**config.mk**
```make
export PLATFORM = sky130hd
export DESIGN_NAME = swdt_top
export DESIGN_NICKNAME = d
export VERILOG_FILES = /design/src/hw/swdt_pkg.sv /design/src/hw/swdt_top.sv
export SDC_FILE = /design/constraint.sdc
export NUM_CORES = 1
export LEC_CHECK = 0
export BUFFER_PORTS_ARGS = -buffer_cell sky130_fd_sc_hd__buf_2
export CAP_MARGIN = 20
export CORE_MARGIN = 2
export CORE_UTILIZATION = 40
export CTS_BUF_LIST = sky130_fd_sc_hd__clkbuf_8
export DETAILED_ROUTE_END_ITERATION = 6
export GPL_ROUTABILITY_DRIVEN = 0
export PLACE_DENSITY = 0.68
export RECOVER_POWER = 100
export SETUP_SLACK_MARGIN = 0.4
export SLEW_MARGIN = 20
export SYNTH_ARGS = -nofsm -noshare
export SYNTH_HDL_FRONTEND = slang
export SYNTH_SLANG_ARGS = --single-unit
```
**constraint.sdc**
```tcl
create_clock -name sys_clk -period 2.74 [get_ports sys_clk]
set_clock_uncertainty 0.05 [all_clocks]
set_input_delay 0.548 -clock sys_clk [delete_from_list [all_inputs] [get_ports sys_clk]]
set_output_delay 0.548 -clock sys_clk [all_outputs]
set_load 0.01 [all_outputs]
```
**src/hw/swdt_pkg.sv**
```systemverilog
// Package of constants for the system watchdog timer
package swdt_pkg;

    // ========================================
    // Register map
    // ========================================
    // Printed offsets are not all word aligned, so they act as register
    // indices; the byte address within the block is four times the index.
    localparam logic [31:0] SWDT_BASE_IDX  = 32'h5000_3100;
    localparam logic [31:0] SWDT_COUNT_IDX = 32'h5000_3100;
    localparam logic [31:0] SWDT_CTRL_IDX  = 32'h5000_3102;
    localparam logic [11:0] SWDT_COUNT_ADDR = 12'((SWDT_COUNT_IDX - SWDT_BASE_IDX) * 4);
    localparam logic [11:0] SWDT_CTRL_ADDR  = 12'((SWDT_CTRL_IDX - SWDT_BASE_IDX) * 4);

    // ========================================
    // Field layout
    // ========================================
    localparam int SWDT_KEY_MSB  = 15;
    localparam int SWDT_KEY_LSB  = 9;
    localparam int SWDT_SIGN_POS = 8;
    localparam int SWDT_MODE_POS = 0;
    localparam int SWDT_SPARE_POS = 1;

    // ========================================
    // Values
    // ========================================
    localparam logic [8:0] SWDT_COUNT_RST  = 9'h0ff;
    localparam logic [8:0] SWDT_RELOAD     = 9'h0ff;
    localparam logic [8:0] SWDT_NMI_LEVEL  = 9'h000;
    localparam logic [8:0] SWDT_RST_LEVEL  = 9'h1f0;
    localparam logic [6:0] SWDT_KEY_OPEN   = 7'h00;
    localparam logic       SWDT_MODE_RST   = 1'b0;
    localparam logic       SWDT_SPARE_RST  = 1'b0;

    // ========================================
    // Timing
    // ========================================
    localparam int SWDT_CLK_PERIOD_NS  = 20;
    localparam int SWDT_TICK_PERIOD_NS = 10240000;
    localparam int SWDT_TICK_CYCLES    = SWDT_TICK_PERIOD_NS / SWDT_CLK_PERIOD_NS;

endpackage

```
**src/hw/swdt_top.sv**
```systemverilog
// System watchdog timer with APB register slave
//
// Contract
// - Count reload only when write key bits 15:9 are all zero.
// - Decrement once per 10.24 ms tick; reads return live count.
// - Count is 9-bit two's complement; in mode clear zero wraps to 0x1ff.
// - Mode clear: NMI when count reaches zero; freeze request honoured.
// - Mode clear: watchdog reset at 0x1f0, then reload 0xff.
// - Mode set: watchdog reset when count zero or negative, reload 0xff.
// - Mode set: freeze requests ignored, counting continues.
// - Mode bit set-only by software; cleared by watchdog or software reset.
// - Count halts while the core is halted in debug.
`timescale 1ns/1ns

module swdt_top
    import swdt_pkg::*;
#(
    parameter int TICK_CYCLES = SWDT_TICK_CYCLES
)
(
    // Clock and reset
    input  wire logic        sys_clk,
    input  wire logic        rst,
    // APB slave
    input  wire logic        psel,
    input  wire logic        penable,
    input  wire logic        pwrite,
    input  wire logic [11:0] paddr,
    input  wire logic [31:0] pwdata,
    output logic      [31:0] prdata,
    output logic             pready,
    output logic             pslverr,
    // System controls
    input  wire logic        freeze_request_bit,
    input  wire logic        debug_halt,
    input  wire logic        sw_reset,
    // Events
    output logic             nmi_pulse,
    output logic             wdog_reset_pulse
);

    localparam int TW = (TICK_CYCLES > 1) ? $clog2(TICK_CYCLES) : 1;
    localparam logic [TW-1:0] TICK_LAST = TW'(TICK_CYCLES - 1);

    // ========================================
    // State
    // ========================================
    logic [8:0]    count_q;
    logic [8:0]    count_d;
    logic          mode_q;
    logic          mode_d;
    logic          spare_q;
    logic          spare_d;
    logic [TW-1:0] div_q;
    logic [TW-1:0] div_d;
    logic          nmi_q;
    logic          wrst_q;
    logic [31:0]   rdata_q;

    // ========================================
    // Bus decode
    // ========================================
    wire setup_rd   = psel && !penable && !pwrite;
    wire access     = psel && penable;
    wire hit_count  = paddr == SWDT_COUNT_ADDR;
    wire hit_ctrl   = paddr == SWDT_CTRL_ADDR;
    wire mapped     = hit_count || hit_ctrl;
    wire wr_count   = access && pwrite && hit_count;
    wire wr_ctrl    = access && pwrite && hit_ctrl;
    wire key_ok     = pwdata[SWDT_KEY_MSB:SWDT_KEY_LSB] == SWDT_KEY_OPEN;
    wire reload_wr  = wr_count && key_ok;

    assign pready  = 1'b1;
    assign pslverr = access && !mapped;
    assign prdata  = rdata_q;

    wire [31:0] rd_mux = hit_count ? {23'h0, count_q} :
                         hit_ctrl  ? {30'h0, spare_q, mode_q} : 32'h0;

    // ========================================
    // Tick and countdown
    // ========================================
    // The divider runs free so that freezing never stretches a tick period.
    wire tick = div_q == TICK_LAST;
    assign div_d = tick ? '0 : div_q + TW'(1);

    // software freeze honoured in interrupt mode only
    // freeze ignored once the mode bit is set
    // debug halt freezes in both modes
    wire frozen = debug_halt || (freeze_request_bit && !mode_q);
    wire dec    = tick && !frozen;
    wire [8:0] count_dec = count_q - 9'h001;

    // zero or negative in reset mode
    wire trig = mode_q ? (count_q == SWDT_NMI_LEVEL || count_q[SWDT_SIGN_POS])
                       : (count_q == SWDT_RST_LEVEL);
    // interrupt when the count steps onto zero
    wire nmi_set = dec && !mode_q && !trig && !reload_wr && count_dec == SWDT_NMI_LEVEL;

    always_comb
    begin
        count_d = count_q;
        if (trig)
        begin
            count_d = SWDT_RELOAD;
        end
        else if (reload_wr)
        begin
            count_d = {1'b0, pwdata[7:0]};
        end
        else if (dec)
        begin
            count_d = count_dec;
        end
    end

    // ========================================
    // Control register
    // ========================================
    always_comb
    begin
        mode_d  = mode_q;
        spare_d = spare_q;
        if (wr_ctrl)
        begin
            mode_d  = mode_q | pwdata[SWDT_MODE_POS];
            spare_d = pwdata[SWDT_SPARE_POS];
        end
        if (trig || sw_reset)
        begin
            mode_d = SWDT_MODE_RST;
        end
    end

    // ========================================
    // Registers
    // ========================================
    always_ff @(posedge sys_clk)
    begin
        if (rst)
        begin
            count_q <= SWDT_COUNT_RST;
            mode_q  <= SWDT_MODE_RST;
            spare_q <= SWDT_SPARE_RST;
            div_q   <= '0;
            nmi_q   <= 1'b0;
            wrst_q  <= 1'b0;
            rdata_q <= 32'h0;
        end
        else
        begin
            count_q <= count_d;
            mode_q  <= mode_d;
            spare_q <= spare_d;
            div_q   <= div_d;
            nmi_q   <= nmi_set;
            wrst_q  <= trig;
            if (setup_rd)
            begin
                rdata_q <= rd_mux;
            end
        end
    end

    assign nmi_pulse        = nmi_q;
    assign wdog_reset_pulse = wrst_q;

    // ========================================
    // Step spacing check
    // ========================================
    // running count moves once per period
    // A lost tick would let the gap pass one full period.
    localparam int            GW      = TW + 1;
    localparam logic [GW-1:0] GAP_MAX = GW'(TICK_CYCLES);

    logic [8:0]    seen_q;
    logic [GW-1:0] gap_q;

    wire moved = count_q != seen_q;

    always_ff @(posedge sys_clk)
    begin
        if (rst)
        begin
            seen_q <= SWDT_COUNT_RST;
            gap_q  <= '0;
        end
        else
        begin
            seen_q <= count_q;
            if (moved || frozen || reload_wr)
            begin
                gap_q <= '0;
            end
            else
            begin
                gap_q <= gap_q + GW'(1);
            end
        end
    end
endmodule // swdt_top

```
After elaboration in Yosys (flattened, before gate mapping)
Index checks and enable logic that the tools add are counted.
{ "word_totals": {"mem_bits_ro": 0, "elab_cells": 53, "ramBits": 0, "latch_bits": 0, "ff_bits": 64, "memories": 0, "out_inout_bits": 36} }
{ "classes": {"addsub": 2, "muxes": 5, "order_cmp": 0, "n_reduce_logical": 34, "mul": 0, "n_bitwise": 1, "eq_ne": 3, "n_shift": 0, "div": 0} }
{ "ops": {"columns": ["operator", "count"], "rows": [
  ["adder 19 x 1 -> 19 bit, second input constant", 1],
  ["== test 19 bit, second input constant", 1],
  ["zero test 9 bit", 2],
  ["two-way mux 8 bit", 2],
  ["logical AND 1 bit", 14],
  ["== test 12 x 4 -> 1 bit, second input constant", 1],
  ["zero test 12 bit", 1],
  ["== test 9 bit, second input constant", 1],
  ["two-way mux 9 bit", 1],
  ["subtractor 9 x 1 -> 9 bit, second input constant", 1],
  ["zero test 1 bit", 7],
  ["zero test 7 bit", 1],
  ["OR reduction 2 bit", 3],
  ["logical OR 1 bit", 4],
  ["OR reduction 3 bit", 1],
  ["two-way mux 2 bit", 1],
  ["nonzero test 2 bit", 1],
  ["two-way mux 1 bit", 1],
  ["bitwise OR 1 bit", 1]
]} }

Depth between registers and ports, before layout
{ "logic_depth": {"word_depth": 9, "ltp_mapped": 9} }

Worst setup path after synthesis
No wires, ideal clock.
{ "synth_timing": {"kind": "register to register", "startpoint": "reg count_q[2]", "endpoint": "reg count_q[6]", "path_buffers": 2, "slack_ps": 713, "t_required_ps": 2544, "arrival_ps": 1831, "path_stages_with_launch": 7, "path_cell_list": "dfxtp_1 buf_6 or4_1 clkbuf_2 or4_1 a211oi_1 o21ai_0"} }
{ "synth_between": {"elab_chain_cells": 4} }
{ "synth_rtl": {"columns": ["item", "line_no", "rtl"], "rows": [
  ["start, declared", "swdt_top.sv:48", "logic [8:0] count_q;"],
  ["start signal, assigned", "swdt_top.sv:152", "count_q <= count_d;"],
  ["branches (longest 4 deep; another with subtractor 9 x 1 -> 9 bit)", null, null]
]} }
Several ways; the timed one is not identified. The select of a mux whose other input is x is not followed.
A chain may end at the register's enable or synchronous reset.

Final worst setup path
{ "layout_timing": {"startpoint": "in paddr[9]", "endpoint": "out pslverr"} }
{ "layout_between": {"elab_chain_cells": 4} }
{ "layout_rtl": {"columns": ["item", "line_no", "rtl"], "rows": [
  ["start, declared", "swdt_top.sv:28", "input wire logic [11:0] paddr,"],
  ["== test 12 x 4 -> 1 bit / zero test 12 bit (equally long branches)", "swdt_top.sv:66, swdt_top.sv:65", null],
  ["logical OR 1 bit *", "swdt_top.sv:67", "wire mapped = hit_count || hit_ctrl;"],
  ["zero test 1 bit *", "swdt_top.sv:74", "assign pslverr = access && !mapped;"],
  ["logical AND 1 bit *", "swdt_top.sv:74", null],
  ["end, declared", "swdt_top.sv:32", "output logic pslverr,"]
]} }
Mark *: on every way between the ends. The rest lies on a longest branch, timed or not.

==> metrics.txt <==
# TYPE chip_impl_metric gauge
chip_impl_metric{name="grt_max_degree",unit=""} 18
chip_impl_info{name="crit_path_start",value="paddr[9]"} 1
chip_impl_metric{name="timing_max_transition_violations_final",unit=""} 0
chip_impl_info{name="critical-path-slowest-cell",value="nor4_1"} 1
chip_impl_metric{name="worst-path-max-fanout",unit=""} 8
chip_impl_metric{name="place_area",unit="um2"} 2450
chip_impl_info{name="yosys.area.top_type",value="dfxtp_1"} 1
chip_impl_metric{name="first_global_vias",unit=""} 1851
chip_impl_info{name="cts_tree",value="done"} 1
chip_impl_info{name="source_of_the_worst_hold_timing_path",value="sw_reset"} 1
chip_impl_metric{name="synthDominantCellAreaShare",unit="%"} 36.4
chip_impl_metric{name="gr-total-overflow",unit=""} 0
chip_impl_metric{name="p_clk_share",unit="%"} 37.1
chip_impl_metric{name="comb_power_share",unit="%"} 6.5
chip_impl_info{name="synth_top_flop_cell",value="dfxtp_1"} 1
chip_impl_metric{name="antennaDiodeCount",unit=""} 0
chip_impl_metric{name="detail_route.wirelength",unit="um"} 4910
chip_impl_metric{name="fp-row-count",unit=""} 27
chip_impl_metric{name="worst_ep_arrival_time",unit="ns"} 1.57
chip_impl_metric{name="final_cell_area",unit="um2"} 2510
chip_impl_metric{name="ctsHoldBuffers",unit=""} 0
chip_impl_info{name="run_status",value="completed"} 1
chip_impl_metric{name="switching_share",unit="%"} 24.9
chip_impl_metric{name="chipHeight",unit="um"} 79.0
chip_impl_metric{name="instance_count_after_placement_with_tap_cells_included",unit=""} 383
chip_impl_metric{name="vias_per_cell",unit=""} 5.16
chip_impl_metric{name="place.detailed.hpwl",unit="um"} 3630
chip_impl_metric{name="synth_warnings",unit=""} 0
chip_impl_metric{name="timing.max_cap.violations",unit=""} 0
chip_impl_metric{name="placement.io_buffers",unit=""} 46
chip_impl_metric{name="finalSetupViolCount",unit=""} 0
chip_impl_metric{name="grt_util_all_layers",unit="%"} 15.7
chip_impl_metric{name="final_critical_period",unit="ns"} 2.17
chip_impl_metric{name="drcViolationCount",unit=""} 0
chip_impl_metric{name="fp.dieW",unit="um"} 79.0
chip_impl_metric{name="yosys_register_bits",unit=""} 41
chip_impl_metric{name="syn_inst",unit=""} 275
chip_impl_metric{name="clock_tree.buffer_depth",unit=""} 2
chip_impl_metric{name="hold_slack",unit="ns"} 0.358
chip_impl_metric{name="clk-insertion-delay-late",unit="ns"} 0.30
chip_impl_metric{name="min_period_over_period",unit="%"} 79.2
chip_impl_metric{name="grtUsageMet2",unit="%"} 28.0
chip_impl_metric{name="mappedNetlistArea",unit="um2"} 2250
chip_impl_metric{name="drive_above_1_share",unit="%"} 16.0
chip_impl_metric{name="core-area",unit="um2"} 5470
chip_impl_metric{name="routed-via-count",unit=""} 2016
chip_impl_metric{name="synth-seq-area-share",unit="%"} 36.4
chip_impl_info{name="cts_root_buf",value="clkbuf_8"} 1
chip_impl_metric{name="worst-slew-pin-transition",unit="ns"} 0.716
chip_impl_metric{name="antenna_left",unit=""} 0
chip_impl_metric{name="design.portCount",unit=""} 88
chip_impl_metric{name="fmaxAchievable",unit="MHz"} 461
chip_impl_info{name="crit_chain",value="buf_2 -> nor4_1 -> nand3_1 -> and3_1 -> clkbuf_1"} 1
chip_impl_metric{name="final_hold_violating_endpoints",unit=""} 0
chip_impl_info{name="worst_hold_path_type",value="input pin to flip-flop"} 1
chip_impl_metric{name="clk_transition_reported_paths",unit="ns"} 0.08
chip_impl_metric{name="finish.net_count",unit=""} 374
chip_impl_metric{name="power.density_cell_area",unit="nW/um2"} 425
chip_impl_info{name="synth.cells.most_frequent",value="dfxtp_1 (41), nor2_1 (41), buf_4 (24), nand2_1 (15), nand3_1 (14)"} 1
chip_impl_metric{name="timing.final.ws_setup",unit="ns"} 0.571
chip_impl_metric{name="area_delta_synth_final",unit="%"} 11.5
chip_impl_metric{name="floorplan.die_area",unit="um2"} 6250
chip_impl_metric{name="grt_pass1_wl",unit="um"} 7970
chip_impl_info{name="grt.busiest_layer",value="met2"} 1
chip_impl_metric{name="switching_power",unit="uW"} 265
chip_impl_metric{name="routed_wire_length_per_instance",unit="um"} 12.6
chip_impl_metric{name="grt_util_met1",unit="%"} 18.4
chip_impl_info{name="timing_worst_setup_path_type",value="input pin to primary output"} 1
chip_impl_metric{name="setup-tns-final",unit="ns"} 0
chip_impl_metric{name="slew_headroom",unit="%"} 51.8
chip_impl_metric{name="total_power",unit="mW"} 1.07
chip_impl_metric{name="number_of_antenna_violations_at_the_first_check_in_global_routing",unit=""} 0
chip_impl_metric{name="multiInputGateArea",unit="um2"} 1250
chip_impl_metric{name="internal-power",unit="uW"} 801
chip_impl_metric{name="slowest_delay",unit="ns"} 0.27
chip_impl_info{name="critical_path.startpoint_type",value="input pin"} 1
chip_impl_metric{name="data_required_critical_path",unit="ns"} 2.14
chip_impl_metric{name="initial_detailed_routing_violation_count",unit=""} 145
chip_impl_metric{name="postCtsSetupBuffers",unit=""} 0
chip_impl_metric{name="tritoncts_num_sinks",unit=""} 41
chip_impl_metric{name="p_leak",unit="nW"} 0.994
chip_impl_metric{name="layout.filler_cells",unit=""} 578
chip_impl_metric{name="detail_route.first_pass.iterations",unit=""} 4
chip_impl_metric{name="place_ws",unit="ns"} 0.517
chip_impl_metric{name="peakVddDrop",unit="V"} 0.000286
chip_impl_metric{name="ff_latch_area",unit="um2"} 821
chip_impl_metric{name="grt.met3_usage",unit="%"} 3.75
chip_impl_metric{name="cts_made_buffers",unit=""} 5
chip_impl_metric{name="share_of_flip_flops_with_an_asynchronous_set_or_reset",unit="%"} 0
chip_impl_info{name="synth_area_leaders",value="dfxtp_1 (36%), buf_4 (8.0%), nor2_1 (6.8%), xor2_1 (4.3%), xnor2_1 (3.5%)"} 1
chip_impl_info{name="rr_startpoint",value="div_q[0]$_SDFF_PP0_"} 1
chip_impl_metric{name="initial_utilization",unit="%"} 41.2
chip_impl_info{name="grt_setup_unrepaired",value="false"} 1
chip_impl_metric{name="final_util",unit="%"} 45.9
chip_impl_metric{name="synth_edf_count",unit=""} 0
chip_impl_info{name="timing.critical_path.to_type",value="primary output"} 1
chip_impl_metric{name="pwr-share-seq",unit="%"} 56.5
chip_impl_metric{name="finish.cell_count_without_fillers",unit=""} 391
chip_impl_metric{name="synth.avg_cell_area",unit="um2"} 8.19
chip_impl_metric{name="ctsHtreeMaxLevel",unit=""} 2
chip_impl_metric{name="post_synth_num_cell_types",unit=""} 43
## power groups by stage
stage / clock, mW / combinational (mW) / sequential [mW]
CTS: 0.406 / 0.0699 / 0.603
floorplan: 0 / 0.0625 / 0.616
global route: 0.431 / 0.0782 / 0.603
global placement: 0 / 0.0693 / 0.617
finish: 0.395 / 0.0690 / 0.603
detailed placement: 0 / 0.0697 / 0.617
## metal layers
metal	routed length, um	up-vias
li1	-	1009
met1	2180	927
met2	2300	75
met3	379	5
met4	53	0
met5	0	-
## worst max-delay path, delay by kind of cell
kind                   cells  cell delay [ns]
and+or+nand+nor            3             0.81
buffers and inverters      2             0.21
## worst paths after layout
| kind | endpoint | slack, ns | cells past startpoint |
|---|---|---|---|
| worst max-delay path | pslverr | 0.57 | 5 |
| worst min-delay path | mode_q$_SDFFE_PP0P_ | 0.36 | 2 |
| worst max register to register | div_q[5]$_SDFF_PP0_ | 0.59 | 6 |
| worst min register to register | div_q[0]$_SDFF_PP0_ | 0.42 | 1 |
## cells in the final DEF, fill, tap and decap left out, types with 3 or more instances in the layout
master and instances:
o31ai_1 4, nor3_1 10, dfxtp_1 41, nand2_1 15
a21oi_1 7, clkbuf_1 14, clkbuf_8 5, ha_1 4
and3_1 8, inv_1 3, o41ai_1 3, a22oi_1 7
buf_2 34, nand4_1 5, nand3b_1 3, xor2_1 11
o311a_1 3, buf_4 4, nor4_1 12, and4_1 4
conb_1 24, o21ai_0 8, nand3_1 14, nor2_1 41
xnor2_1 9
## cell type report
type | count | share of cell area [%]
multi-input combinational | 215 | 49.8
sequential | 41 | 32.7
timing repair buffer | 52 | 10.1
tap | 72 | 3.59
clock buffer | 5 | 2.74
clock inverter | 3 | 0.698
inverter | 3 | 0.448
## kinds of logic after synthesis
| logic type | after synthesis | share of synthesized area [%] |
|---|---|---|
| AO/OA/AOI/OAI | 37 | 11.2 |
| XOR/XNOR | 20 | 7.78 |
| adder cells (fa/ha/maj) | 4 | 2.22 |
| buffers and inverters | 41 | 11.4 |
| flip-flops | 41 | 36.4 |
| multiplexers | 3 | 1.39 |
| other | 2 | 0.333 |
| AND/OR/NAND/NOR | 127 | 29.2 |
## state kept, by name, indices dropped and copies added, names as in the netlist
| signal | count |
|---|---|
| div_q | 19 |
| mode_q | 1 |
| prdata | 9 |
| wdog_reset_pulse | 1 |
| count_q | 9 |
| spare_q | 1 |
| nmi_pulse | 1 |
## repair_timing
action,CTS,global route
resized for setup,0,1
hold endpoints to repair,0,0
endpoints found under the setup margin,0,4
Power figures use the tool's default switching activity.
